<file path="config.mk">
export PLATFORM = sky130hd
export DESIGN_NAME = gpc_port
export DESIGN_NICKNAME = d
export VERILOG_FILES = /design/src/common/gpc_pkg.sv /design/src/design/gpc_port.sv
export SDC_FILE = /design/constraint.sdc
export NUM_CORES = 1
export LEC_CHECK = 0
export BUFFER_PORTS_ARGS = -buffer_cell sky130_fd_sc_hd__clkbuf_2
export CAP_MARGIN = 10
export CORE_MARGIN = 5
export CORE_UTILIZATION = 55
export DETAILED_ROUTE_END_ITERATION = 10
export PLACE_DENSITY = 0.76
export SYNTH_ARGS = -nofsm -noshare
export SYNTH_HDL_FRONTEND = slang
export SYNTH_SLANG_ARGS = --single-unit
</file>
<file path="constraint.sdc">
create_clock -name hclk -period 5.5 [get_ports hclk]
set_input_delay 1.65 -clock hclk [delete_from_list [all_inputs] [get_ports hclk]]
set_output_delay 1.65 -clock hclk [all_outputs]
set_load 0.02 [all_outputs]
</file>
<file path="src/common/gpc_pkg.sv">
// package for the port controller: register map, field positions, reset values
// assumes a 32-bit AHB-Lite slave with word-aligned registers
package gpc_pkg;

	// ==========================================================
	// register byte offsets
	localparam logic [7:0] GPC_OFF_DAT = 8'h00;
	localparam logic [7:0] GPC_OFF_IOEN = 8'h04;
	localparam logic [7:0] GPC_OFF_RCTL = 8'h08;
	localparam logic [7:0] GPC_OFF_INTF = 8'h0c;
	localparam logic [7:0] GPC_OFF_INTCTL = 8'h10;
	localparam logic [7:0] GPC_OFF_CHATEN = 8'h14;
	localparam logic [7:0] GPC_OFF_MODSEL = 8'h18;
	localparam logic [7:0] GPC_OFF_FNCSEL = 8'h1c;
	localparam logic [7:0] GPC_OFF_PCLK = 8'h20;
	localparam logic [7:0] GPC_OFF_PROT = 8'h24;
	localparam int GPC_AW = 8;

	// ==========================================================
	// field positions
	localparam int GPC_HI_LSB = 8;
	localparam int GPC_PCLK_SRC_LSB = 0;
	localparam int GPC_PCLK_DIV_LSB = 4;
	localparam int GPC_PCLK_DEBUG_RUN_BIT_BIT = 8;
	localparam int GPC_FSEL_W = 2;
	localparam int GPC_NFUNC = 4;
	localparam int GPC_DIV_W = 15;

	// ==========================================================
	// keys and reset values
	localparam logic [15:0] GPC_PROT_KEY = 16'h0096;
	localparam logic [15:0] GPC_PROT_RST = 16'h0000;

	typedef struct packed {
		logic debug_run_bit;
		logic [3:0] div;
		logic [1:0] src;
	} gpc_pclk_t;

	localparam gpc_pclk_t GPC_PCLK_RST = '0;

	typedef struct packed {
		logic valid;
		logic write;
		logic [GPC_AW-1:0] addr;
	} gpc_aphase_t;

	localparam gpc_aphase_t GPC_APHASE_RST = '0;

endpackage

</file>
<file path="src/design/gpc_port.sv">
// port controller: pin mux, pulls, chattering filter, edge flags, AHB-Lite registers
// assumes one clock hclk, same-domain clock-source ticks and mode inputs
//
// Contract
// non-debug pins reset off, floating, GPIO selected
// debug pins reset to debug function
// pull only when output off; select picks up/down
// non-GPIO pin GPIO bits read zero
// peripheral drives direction and data when selected
// enabled output drives output data bit
// input read shows level one clock earlier
// filter enable bit enables that pin only
// filter rejects pulses under sampling time
// one source select and divider for all
// protection key unlocks clock settings
// sleep clock stop bypasses filter
// debug without run stops clock, inputs inactive (here only on filter-enabled pins; others pass the synchronised level)
// debug run keeps filter running
// software disables interrupt before clock changes
// software waits four port clocks before enabling
// software peripheral hand-over sequence
// software GPIO output sequence
// software GPIO input sequence
// input disabled reads zero
// edge select one falling, zero rising
// flag set on edge, write one clears
// request only when flag and enable
// new level needs two equal samples
module gpc_port #(
	parameter int N_PINS = 8,
	parameter logic [N_PINS-1:0] GPIO_MASK = '1,
	parameter logic [N_PINS-1:0] FILTER_MASK = '1,
	parameter logic [N_PINS-1:0] IRQ_MASK = '1,
	parameter logic [N_PINS-1:0] DEBUG_MASK = '0
) (
	input wire logic hclk,
	input wire logic hresetn,
	input wire logic hsel,
	input wire logic [31:0] haddr,
	input wire logic [1:0] htrans,
	input wire logic hwrite,
	input wire logic [2:0] hsize,
	input wire logic [31:0] hwdata,
	input wire logic hready,
	output logic hreadyout,
	output logic hresp,
	output logic [31:0] hrdata,
	input wire logic [3:0] clk_src_tick,
	input wire logic sleep_mode,
	input wire logic sleep_clock_stop_bit,
	input wire logic debug_mode,
	input wire logic [N_PINS-1:0] pad_in,
	output logic [N_PINS-1:0] pad_out,
	output logic [N_PINS-1:0] pad_oe,
	output logic [N_PINS-1:0] pad_pull_up,
	output logic [N_PINS-1:0] pad_pull_down,
	input wire logic [3:0][N_PINS-1:0] periph_out,
	input wire logic [3:0][N_PINS-1:0] periph_oe,
	output logic [N_PINS-1:0] periph_in,
	output logic port_irq
);

	if (N_PINS < 1 || N_PINS > 8) begin : g_chk
		$error("N_PINS must be 1..8");
	end

	// ==========================================================
	// registers
	logic [N_PINS-1:0] out_d, ien, oen, pdpu, ren, flag, edge_sel, ie, cha, modsel;
	logic [2*N_PINS-1:0] fsel;
	gpc_pkg::gpc_pclk_t pclk;
	logic [15:0] prot;
	logic [N_PINS-1:0] next_out_d, next_ien, next_oen, next_pdpu, next_ren, next_flag;
	logic [N_PINS-1:0] next_edge_sel, next_ie, next_cha, next_modsel;
	logic [2*N_PINS-1:0] next_fsel;
	gpc_pkg::gpc_pclk_t next_pclk;
	logic [15:0] next_prot;
	gpc_pkg::gpc_aphase_t ap, next_ap;
	logic [31:0] next_hrdata;
	logic [N_PINS-1:0] wd, wh, clr, ev, in_bit;
	logic unlocked;

	// ==========================================================
	// ahb-lite slave, zero wait states
	assign hreadyout = 1'b1;
	assign hresp = 1'b0;
	assign wd = hwdata[N_PINS-1:0];
	assign wh = hwdata[gpc_pkg::GPC_HI_LSB +: N_PINS];
	assign unlocked = (prot == gpc_pkg::GPC_PROT_KEY);

	always_comb begin
		next_ap.valid = hsel & hready & htrans[1];
		next_ap.write = hwrite;
		next_ap.addr = haddr[gpc_pkg::GPC_AW-1:0];
		next_out_d = out_d;
		next_ien = ien;
		next_oen = oen;
		next_pdpu = pdpu;
		next_ren = ren;
		next_edge_sel = edge_sel;
		next_ie = ie;
		next_cha = cha;
		next_modsel = modsel;
		next_fsel = fsel;
		next_pclk = pclk;
		next_prot = prot;
		clr = '0;
		if (ap.valid && ap.write) begin
			case (ap.addr)
				gpc_pkg::GPC_OFF_DAT: next_out_d = wh & GPIO_MASK;
				gpc_pkg::GPC_OFF_IOEN: begin
					next_ien = wh & GPIO_MASK;
					next_oen = wd & GPIO_MASK;
				end
				gpc_pkg::GPC_OFF_RCTL: begin
					next_pdpu = wh & GPIO_MASK;
					next_ren = wd & GPIO_MASK;
				end
				gpc_pkg::GPC_OFF_INTF: clr = wd;
				gpc_pkg::GPC_OFF_INTCTL: begin
					next_edge_sel = wh & IRQ_MASK;
					next_ie = wd & IRQ_MASK;
				end
				gpc_pkg::GPC_OFF_CHATEN: next_cha = wd & FILTER_MASK;
				gpc_pkg::GPC_OFF_MODSEL: next_modsel = wd;
				gpc_pkg::GPC_OFF_FNCSEL: next_fsel = hwdata[2*N_PINS-1:0];
				gpc_pkg::GPC_OFF_PCLK: begin
					if (unlocked) begin
						next_pclk.src = hwdata[gpc_pkg::GPC_PCLK_SRC_LSB +: 2];
						next_pclk.div = hwdata[gpc_pkg::GPC_PCLK_DIV_LSB +: 4];
						next_pclk.debug_run_bit = hwdata[gpc_pkg::GPC_PCLK_DEBUG_RUN_BIT_BIT];
					end
				end
				gpc_pkg::GPC_OFF_PROT: next_prot = hwdata[15:0];
				default: ;
			endcase
		end
		next_flag = (flag & ~clr) | ev;
	end

	// read data taken at the address edge, from next register values and the current input bits
	always_comb begin
		next_hrdata = '0;
		if (next_ap.valid && !hwrite) begin
			case (next_ap.addr)
				gpc_pkg::GPC_OFF_DAT: begin
					next_hrdata[gpc_pkg::GPC_HI_LSB +: N_PINS] = next_out_d;
					next_hrdata[N_PINS-1:0] = in_bit;
				end
				gpc_pkg::GPC_OFF_IOEN: begin
					next_hrdata[gpc_pkg::GPC_HI_LSB +: N_PINS] = next_ien;
					next_hrdata[N_PINS-1:0] = next_oen;
				end
				gpc_pkg::GPC_OFF_RCTL: begin
					next_hrdata[gpc_pkg::GPC_HI_LSB +: N_PINS] = next_pdpu;
					next_hrdata[N_PINS-1:0] = next_ren;
				end
				gpc_pkg::GPC_OFF_INTF: next_hrdata[N_PINS-1:0] = next_flag;
				gpc_pkg::GPC_OFF_INTCTL: begin
					next_hrdata[gpc_pkg::GPC_HI_LSB +: N_PINS] = next_edge_sel;
					next_hrdata[N_PINS-1:0] = next_ie;
				end
				gpc_pkg::GPC_OFF_CHATEN: next_hrdata[N_PINS-1:0] = next_cha;
				gpc_pkg::GPC_OFF_MODSEL: next_hrdata[N_PINS-1:0] = next_modsel;
				gpc_pkg::GPC_OFF_FNCSEL: next_hrdata[2*N_PINS-1:0] = next_fsel;
				gpc_pkg::GPC_OFF_PCLK: begin
					next_hrdata[gpc_pkg::GPC_PCLK_SRC_LSB +: 2] = next_pclk.src;
					next_hrdata[gpc_pkg::GPC_PCLK_DIV_LSB +: 4] = next_pclk.div;
					next_hrdata[gpc_pkg::GPC_PCLK_DEBUG_RUN_BIT_BIT] = next_pclk.debug_run_bit;
				end
				gpc_pkg::GPC_OFF_PROT: next_hrdata[0] = (next_prot == gpc_pkg::GPC_PROT_KEY);
				default: next_hrdata = '0;
			endcase
		end
	end

	always_ff @(posedge hclk or negedge hresetn) begin
		if (!hresetn) begin
			ap <= gpc_pkg::GPC_APHASE_RST;
			hrdata <= '0;
			out_d <= '0;
			ien <= '0;
			oen <= '0;
			pdpu <= '0;
			ren <= '0;
			flag <= '0;
			edge_sel <= '0;
			ie <= '0;
			cha <= '0;
			modsel <= DEBUG_MASK;
			fsel <= '0;
			pclk <= gpc_pkg::GPC_PCLK_RST;
			prot <= gpc_pkg::GPC_PROT_RST;
		end else begin
			ap <= next_ap;
			hrdata <= next_hrdata;
			out_d <= next_out_d;
			ien <= next_ien;
			oen <= next_oen;
			pdpu <= next_pdpu;
			ren <= next_ren;
			flag <= next_flag;
			edge_sel <= next_edge_sel;
			ie <= next_ie;
			cha <= next_cha;
			modsel <= next_modsel;
			fsel <= next_fsel;
			pclk <= next_pclk;
			prot <= next_prot;
		end
	end

	// ==========================================================
	// port clock enable: shared source and divider
	logic [gpc_pkg::GPC_DIV_W-1:0] div_cnt, next_div_cnt, div_lim;
	logic port_tick, clk_run, slp_stop, dbg_stop, src_en;

	assign slp_stop = sleep_mode & sleep_clock_stop_bit;
	assign dbg_stop = debug_mode & ~pclk.debug_run_bit;
	assign clk_run = ~slp_stop & ~dbg_stop;
	assign src_en = clk_src_tick[pclk.src];
	assign div_lim = gpc_pkg::GPC_DIV_W'((16'h0001 << pclk.div) - 16'h0001);
	assign port_tick = clk_run & src_en & (div_cnt >= div_lim);

	always_comb begin
		next_div_cnt = div_cnt;
		if (clk_run && src_en) begin
			next_div_cnt = port_tick ? '0 : div_cnt + 1'b1;
		end
	end

	// ==========================================================
	// pin synchroniser and chattering filter
	logic [N_PINS-1:0] s1, s2, s3, lvl, samp, filt, prev_in;
	logic [N_PINS-1:0] next_lvl, next_samp, next_filt, use_filt, eff;

	always_comb begin
		next_lvl = ((s2 ~^ s3) & s3) | ((s2 ^ s3) & lvl);
		next_samp = samp;
		next_filt = filt;
		if (port_tick) begin
			next_samp = lvl;
			next_filt = ((lvl ~^ samp) & lvl) | ((lvl ^ samp) & filt);
		end
	end

	assign use_filt = cha & FILTER_MASK & {N_PINS{~slp_stop}};
	assign eff = (use_filt & (dbg_stop ? '0 : filt)) | (~use_filt & lvl);
	assign in_bit = eff & ien & ~modsel & GPIO_MASK;
	assign ev = IRQ_MASK & ~modsel & ((edge_sel & prev_in & ~in_bit)
		| (~edge_sel & ~prev_in & in_bit));

	always_ff @(posedge hclk or negedge hresetn) begin
		if (!hresetn) begin
			div_cnt <= '0;
			s1 <= '0;
			s2 <= '0;
			s3 <= '0;
			lvl <= '0;
			samp <= '0;
			filt <= '0;
			prev_in <= '0;
		end else begin
			div_cnt <= next_div_cnt;
			s1 <= pad_in;
			s2 <= s1;
			s3 <= s2;
			lvl <= next_lvl;
			samp <= next_samp;
			filt <= next_filt;
			prev_in <= in_bit;
		end
	end

	// ==========================================================
	// pad and peripheral multiplexer
	logic [N_PINS-1:0] sel_out, sel_oe, next_pad_out, next_pad_oe, next_pu, next_pd;

	for (genvar i = 0; i < N_PINS; i++) begin : g_mux
		assign sel_out[i] = periph_out[fsel[2*i +: 2]][i];
		assign sel_oe[i] = periph_oe[fsel[2*i +: 2]][i];
	end

	always_comb begin
		next_pad_oe = (modsel & sel_oe) | (~modsel & oen);
		next_pad_out = (modsel & sel_out) | (~modsel & oen & out_d);
		next_pu = ~modsel & ~oen & ren & pdpu;
		next_pd = ~modsel & ~oen & ren & ~pdpu;
	end

	always_ff @(posedge hclk or negedge hresetn) begin
		if (!hresetn) begin
			pad_out <= '0;
			pad_oe <= '0;
			pad_pull_up <= '0;
			pad_pull_down <= '0;
			periph_in <= '0;
			port_irq <= 1'b0;
		end else begin
			pad_out <= next_pad_out;
			pad_oe <= next_pad_oe;
			pad_pull_up <= next_pu;
			pad_pull_down <= next_pd;
			periph_in <= eff;
			port_irq <= |(next_flag & next_ie);
		end
	end

	logic rst_seen;
	always_ff @(posedge hclk or negedge hresetn) begin
		if (!hresetn) begin
			rst_seen <= 1'b0;
		end else begin
			rst_seen <= 1'b1;
		end
	end
endmodule // gpc_port
</file>
==> results of run 1 <==
## cells in the final DEF (no fill, tap or decap), types with 18 or more instances in the layout
master and n:
ha_1 33, o21ai_0 32, dfrtp_1 257, a22oi_1 27, nand2_1 77, nand3_1 25
clkbuf_16 27, nor2_1 44, conb_1 18, clkbuf_2 164, mux2_2 121
## area by class of cell
type                    count  area [um2]  area share, %
flip-flops and latches    257        6430           46.7
multi-input cells         651        5160           37.5
repair buffers            176         931           6.76
clock buffers              43         816           5.92
well taps                 275         344           2.50
inverters                  15        56.3          0.409
clock inverters             2        35.0          0.254
## synthesized netlist by cell type, drive strengths merged, types with 9 or more instances
master	number
a21o	9
a21oi	15
a22o	15
a22oi	27
and2	14
and4	11
buf	29
clkbuf	38
dfrtp	257
ha	33
inv	15
mux2	122
mux4	17
nand2	77
nand3	28
nand4	17
nor2	44
nor2b	9
nor3	12
nor4b	16
nor4bb	10
o211ai	10
o21ai	33
## registers in the layout, indices dropped and copies added, names as in the netlist, 10 cells and up
name     cells
fsel        16
hrdata      16
prot        16
div_cnt     15
ap          10
## worst paths after layout
| kind | end | startpoint |
|---|---|---|
| min | s2[2] | s1[2] |
| max reg2reg | samp[6] | pclk[3] |
| min in group asynchronous | div_cnt[11] | hresetn |
| max | samp[6] | pclk[3] |
| min reg2reg | s2[2] | s1[2] |
| max in group asynchronous | div_cnt[4] | hresetn |
## per-layer routing
| layer | up-vias | track usage (%) | share of wire [%] |
|---|---|---|---|
| li1 | 3902 | - | - |
| met1 | 4319 | 36.4 | 41 |
| met2 | 453 | 38.5 | 46 |
| met3 | 54 | 4.81 | 9.7 |
| met4 | 2 | 8.07 | 2.8 |
| met5 | - | 0 | 0.064 |
## per-stage QoR
step	instance area (um2)	total power, uW	hold WS [ns]	instances
floorplan	12000	2520	0.331	990
global placement	12900	2720	0.334	1374
detailed placement	12900	2740	0.336	1374
CTS	13800	4500	0.351	1419
global route	13800	4660	0.363	1419
finish	13800	4470	0.349	1419
## worst register-to-register path, stage by stage (launching register included)
cell and delay (ns):
dfrtp_1 0.53, or2_2 0.41, or3_1 0.37, ha_1 0.34
nor3_1 0.19, a21o_1 0.10, a32oi_1 0.12, ha_1 0.34
nand4_1 0.12, a21oi_1 0.05, o31ai_1 0.27, a31oi_1 0.13
buf_4 0.21, o21ai_1 0.64, mux2_2 0.42
## power by group through the flow
| stage | Combinational, uW | Clock (uW) | Sequential [uW] |
|---|---|---|---|
| finish | 539 | 1760 | 2180 |
| global route | 601 | 1860 | 2200 |
| CTS | 541 | 1790 | 2180 |
| detailed placement | 534 | 0 | 2210 |
| global placement | 520 | 0 | 2200 |
| floorplan | 331 | 0 | 2190 |
## cells by family (layout without fill, tap and decap cells)
| logic type | Yosys count | count (layout) |
|---|---|---|
| adder cells (fa/ha/maj) | 33 | 33 |
| AO/OA/AOI/OAI | 163 | 163 |
| AND/OR/NAND/NOR | 280 | 280 |
| XOR/XNOR | 13 | 13 |
| flip-flops | 257 | 257 |
| multiplexers | 144 | 144 |
| other | 2 | 18 |
| buffers and inverters | 82 | 236 |
==> flow_summary.ini, run 1 <==
[outcome]
status = complete, no violations

[sta]
clock_skew_ns = 0.00883
grt_setup_unrepaired = no
worstMarginPinSlew_ns = 1.27
period_needed_ns = 4.34
finalSetupViolCount = 0
finalMaxSlewViolations = 0
fin_ws_ns = 1.16
tns_ns = 0
max_freq_mhz = 230
hold_violations = 0
period_share_pct = 78.9
maxSlewHeadroom_pct = 14.6

[synthesis]
synth_seq_cells = 257
synth_top_family_by_area = multiplexers
synth_xor_area_share_pct = 0.956
synth_warnings = 0
synth_area_leaders = dfrtp_1 (54%), mux2_2 (11%), ha_1 (3.5%)
synth.distinct_cells = 70
synth-compound-area-share_pct = 9.79
synth_area_mm2 = 0.0119
async_flop_share_pct = 100
ys_seq_area_share_pct = 54.0
syn-instance-count = 974
synthFlopType = dfrtp_1
yosys.area_share.simple_pct = 13.3
synth-adder-area-share_pct = 3.47
synth_edf_count = 0
synth_top_area_share_pct = 54.0
synthMuxAreaShare_pct = 15.2
synth_area_leader_cell = dfrtp_1
synth.avg_cell_area_um2 = 12.2

[setup_path]
rr_worst_depth = 14
cp_slowest_cell = o21ai_1
cp.depth = 14
crit_path_max_incr_delay_ns = 0.64
cpLargestDelayFamily = compound AO/OA/AOI/OAI gates
critPathKind = register to register
critPathMaxFanout = 15
start_kind = register
crit_arrival_ns = 4.75
cp_cell_sequence = or2_2 -> or3_1 -> ha_1 -> nor3_1 -> a21o_1 -> a32oi_1 -> ha_1 -> nand4_1 -> a21oi_1 -> o31ai_1 -> a31oi_1 -> buf_4 -> o21ai_1 -> mux2_2
cp-end-kind = register
r2r_slack_ns = 1.16
cp_num_buf_inv = 1
path_common_cell = ha_1
crit_required_ns = 5.91

[final_layout]
num-fill-cells = 1598
nets = 1313
antennaDiodeCount = 0
drive_gt1_share_pct = 32.3
postLayoutCoreUtil_pct = 65.1
syn_to_final_growth_pct = 15.6

[power_and_ir_drop]
netSwitchingPower_uw = 1130
p_sw_share_pct = 25.2
internal-power_uw = 3350
seq_power_share_pct = 48.7
powerDensity_mw_per_mm2 = 325
leakage_uw = 0.00633
clkPwrFrac_pct = 39.3
max-vdd-ir-drop_v = 0.000224
pwr-share-comb_pct = 12.0

[drt]
drc = 0
detail-route-antenna-nets = 0
drt_iter0_drc = 773
routedWlPerCell_um = 22.0
firstDrtPassIters = 5
via_per_inst = 6.15
vias = 8730
wl_um = 31300

[floorplan]
core-area_mm2 = 0.0212
die_h_um = 157
fp.dieW_um = 157
die_area_mm2 = 0.0247
num_rows = 53
io_pins = 228
initial_core_util_pct = 56.3

[grt]
grt_max_degree = 119
grt.overflow.total = 0
track_usage_pct = 25.0
antenna_found_initial = 1
grt_pass1_vias = 8766
grt_pass1_wl_um = 48300

[worst_hold_path]
min_path_cells = 0
hold_class = register to register

[placement]
place_hpwl_um = 21800
gp_congestion = 0.908
port_buffers = 165
place_ws_ns = 1.24

[clocking]
cts-hold-fix-buffers = 0
numCtsBuffers = 26
clock_path_buffers = 3
cts_resized = 0
cts_tree = yes
cts_htree_levels = 1
clock_insertion_delay_worst_skew_ns = 0.53
postCtsSetupBuffers = 0
clkSlewWorstSetupHoldPaths_ns = 0.06
root_buffer = clkbuf_16
clock-sinks = 257

[job]
drv_cap = 0
Note: power is estimated with default switching activity, not from simulation.
==> inputs of run 2 (changes only) <==
- ABC_AREA: unset -> 1
- clock period: 5.5 -> 4 ns (I/O delays scaled with it)
==> run 2 against run 1 <==
  * Worst hold slack got worse by 0.00066 ns
  * Via count rose by 23%
  * Sequential cell count did not move
  * Cell area rose by 5.7%
  * Global-route usage rose by 1.2 points
  * Register-to-register slack got worse by 0.49 ns
  * Routed wire length rose by 8.8%
  * Non-clock buffer count rose by 6
  * Count of clock-buffer cells in the layout fell by 10
  * Largest cell class unchanged
  * Largest power group unchanged
==> flow_summary.ini, run 2 <==
[floorplan]
initial_core_util_pct = 55.5
io_pins = 228
num_rows = 55
die_area_mm2 = 0.0258
core-area_mm2 = 0.0225
fp.dieW_um = 161
die_h_um = 161

[clocking]
root_buffer = clkbuf_16
clock_insertion_delay_worst_skew_ns = 0.54
clkSlewWorstSetupHoldPaths_ns = 0.06
clock-sinks = 257
cts_htree_levels = 1
cts_resized = 0
postCtsSetupBuffers = 0
numCtsBuffers = 27
cts_tree = yes
clock_path_buffers = 3
cts-hold-fix-buffers = 0

[synthesis]
synth.avg_cell_area_um2 = 8.41
synth_most_common_cell = nand2_1
synth_warnings = 0
ys_seq_area_share_pct = 51.5
synth_top_area_share_pct = 51.5
async_flop_share_pct = 100
synth_seq_cells = 257
synthFlopType = dfrtp_1
synth_area_mm2 = 0.0125
synth_area_leaders = dfrtp_1 (52%), nand2_1 (12%), nor2_1 (4.6%)
synth_commonest_cells = nand2_1 (414), dfrtp_1 (257), nor2_1 (152), inv_1 (146), nand3_1 (89)
syn-instance-count = 1483
synth_edf_count = 0
synth_area_leader_cell = dfrtp_1
synth.distinct_cells = 42

[sta]
worstMarginPinSlew_ns = 0.840
grt_setup_unrepaired = no
finalSetupViolCount = 0
max_freq_mhz = 300
maxSlewHeadroom_pct = 43.8
clock_skew_ns = 0.0239
hold_violations = 0
period_share_pct = 83.3
tns_ns = 0
period_needed_ns = 3.33
finalMaxSlewViolations = 0

[power_and_ir_drop]
pwr-share-comb_pct = 12.1
leakage_uw = 0.00783
max-vdd-ir-drop_v = 0.000315
p_sw_share_pct = 26.2
internal-power_uw = 4780
powerDensity_mw_per_mm2 = 445
seq_power_share_pct = 44.7
netSwitchingPower_uw = 1690
clkPwrFrac_pct = 43.1

[outcome]
status = complete, no violations

[final_layout]
final_common_cell = nand2_1
nets = 1846
fin_cells = 1966
num-fill-cells = 1850
syn_to_final_growth_pct = 16.6
drive_gt1_share_pct = 17.0
final_cell_mix = nand2_1 (414), dfrtp_1 (257), clkbuf_2 (164)
top_regs = fsel (16), hrdata (16), prot (16)
antennaDiodeCount = 0

[setup_path]
r2r-start = pclk[4]
startpoint = pclk[4]
cp-end-kind = register
critPathKind = register to register
start_kind = register
critPathMaxFanout = 25
crit_arrival_ns = 3.74
crit_required_ns = 4.41

[grt]
track_usage_pct = 26.2
antenna_found_initial = 0
grt_max_degree = 93
grt_pass1_wl_um = 54400
grt_pass1_vias = 10600
grt.overflow.total = 0

[drt]
drt-met1-wl_um = 14100
vias = 10800
via_per_inst = 5.48
wl_met2_um = 16300
routed-wl-met3_um = 2840
wl_um = 34000
drc = 0
detail-route-antenna-nets = 0
routedWlPerCell_um = 17.3
drt_iter0_drc = 922
firstDrtPassIters = 7
top_layer = met4

[job]
drv_cap = 0

[worst_hold_path]
hold_class = register to register
hp-start = s1[3]

[placement]
gp_congestion = 0.904
place_hpwl_um = 24700
placed_cells = 1916
port_buffers = 165
==> run 2: worst paths after layout <==
check	cells after the start	slack, ns	end
min reg2reg	0	0.35	s2[3]
min in group asynchronous	1	0.66	s1[4]
max in group asynchronous	2	2.32	pdpu[3]
max	16	0.67	filt[1]
max reg2reg	16	0.67	filt[1]
min	0	0.35	s2[3]
==> run 2: per-stage QoR <==
stage	setup WS [ns]	instance area [um2]	total power [uW]	util (%)	hold WS, ns
after floorplan	1.12	12500	3420	-	0.331
after global placement	0.808	13500	3690	60.2	0.335
after detailed placement	0.708	13500	3730	60.2	0.335
after CTS	0.678	14600	6510	64.7	0.349
after global routing	0.261	14600	6770	64.7	0.355
final	0.669	14600	6480	64.7	0.348
==> run 2: layout make-up <==
| type | count | area, um2 | share of cell area [%] |
|---|---|---|---|
| sequential | 257 | 6430 | 44.2 |
| multi-input combinational | 1040 | 5200 | 35.7 |
| timing repair buffer | 182 | 988 | 6.79 |
| clock buffer | 33 | 748 | 5.14 |
| inverter | 152 | 571 | 3.92 |
| tap | 285 | 357 | 2.45 |
| clock inverter | 17 | 256 | 1.76 |
==> run 2: power by group through the flow <==
stage	Clock (uW)	Combinational [uW]	Sequential, uW
after floorplan	0	477	2950
after global placement	0	756	2940
after detailed placement	0	788	2940
after CTS	2820	792	2900
after global routing	2950	907	2920
final	2790	786	2900
==> run 2: critical path: stages, from the launching register on <==
cell     delay [ns]
dfrtp_1        0.51
nor2_1         0.13
nand2_1        0.12
ha_1           0.20
nand3_1        0.15
nor3_1         0.19
o21ai_0        0.13
xnor2_1        0.15
ha_1           0.34
nand4_1        0.12
or2_0          0.23
o21a_1         0.18
nand2_1        0.05
nand2_1        0.23
buf_4          0.31
nand2_1        0.08
o21ai_0        0.08
==> run 2: metal layers <==
layer	global-route usage, %	vias up
li1	-	5143
met4	6.65	0
met3	5.52	64
met2	43.9	420
met5	0	-
met1	35.2	5137
==> run 2: logic make-up after synthesis <==
group | Yosys count | synth area share [%]
AOI/OAI and AO/OA | 258 | 12.8
adders and majority gates | 33 | 3.31
and+or+nand+nor | 717 | 24.1
xor gates and xnor gates | 14 | 0.983
other | 2 | 0.0602
DFF | 257 | 51.5
buffers and inverters | 202 | 7.25
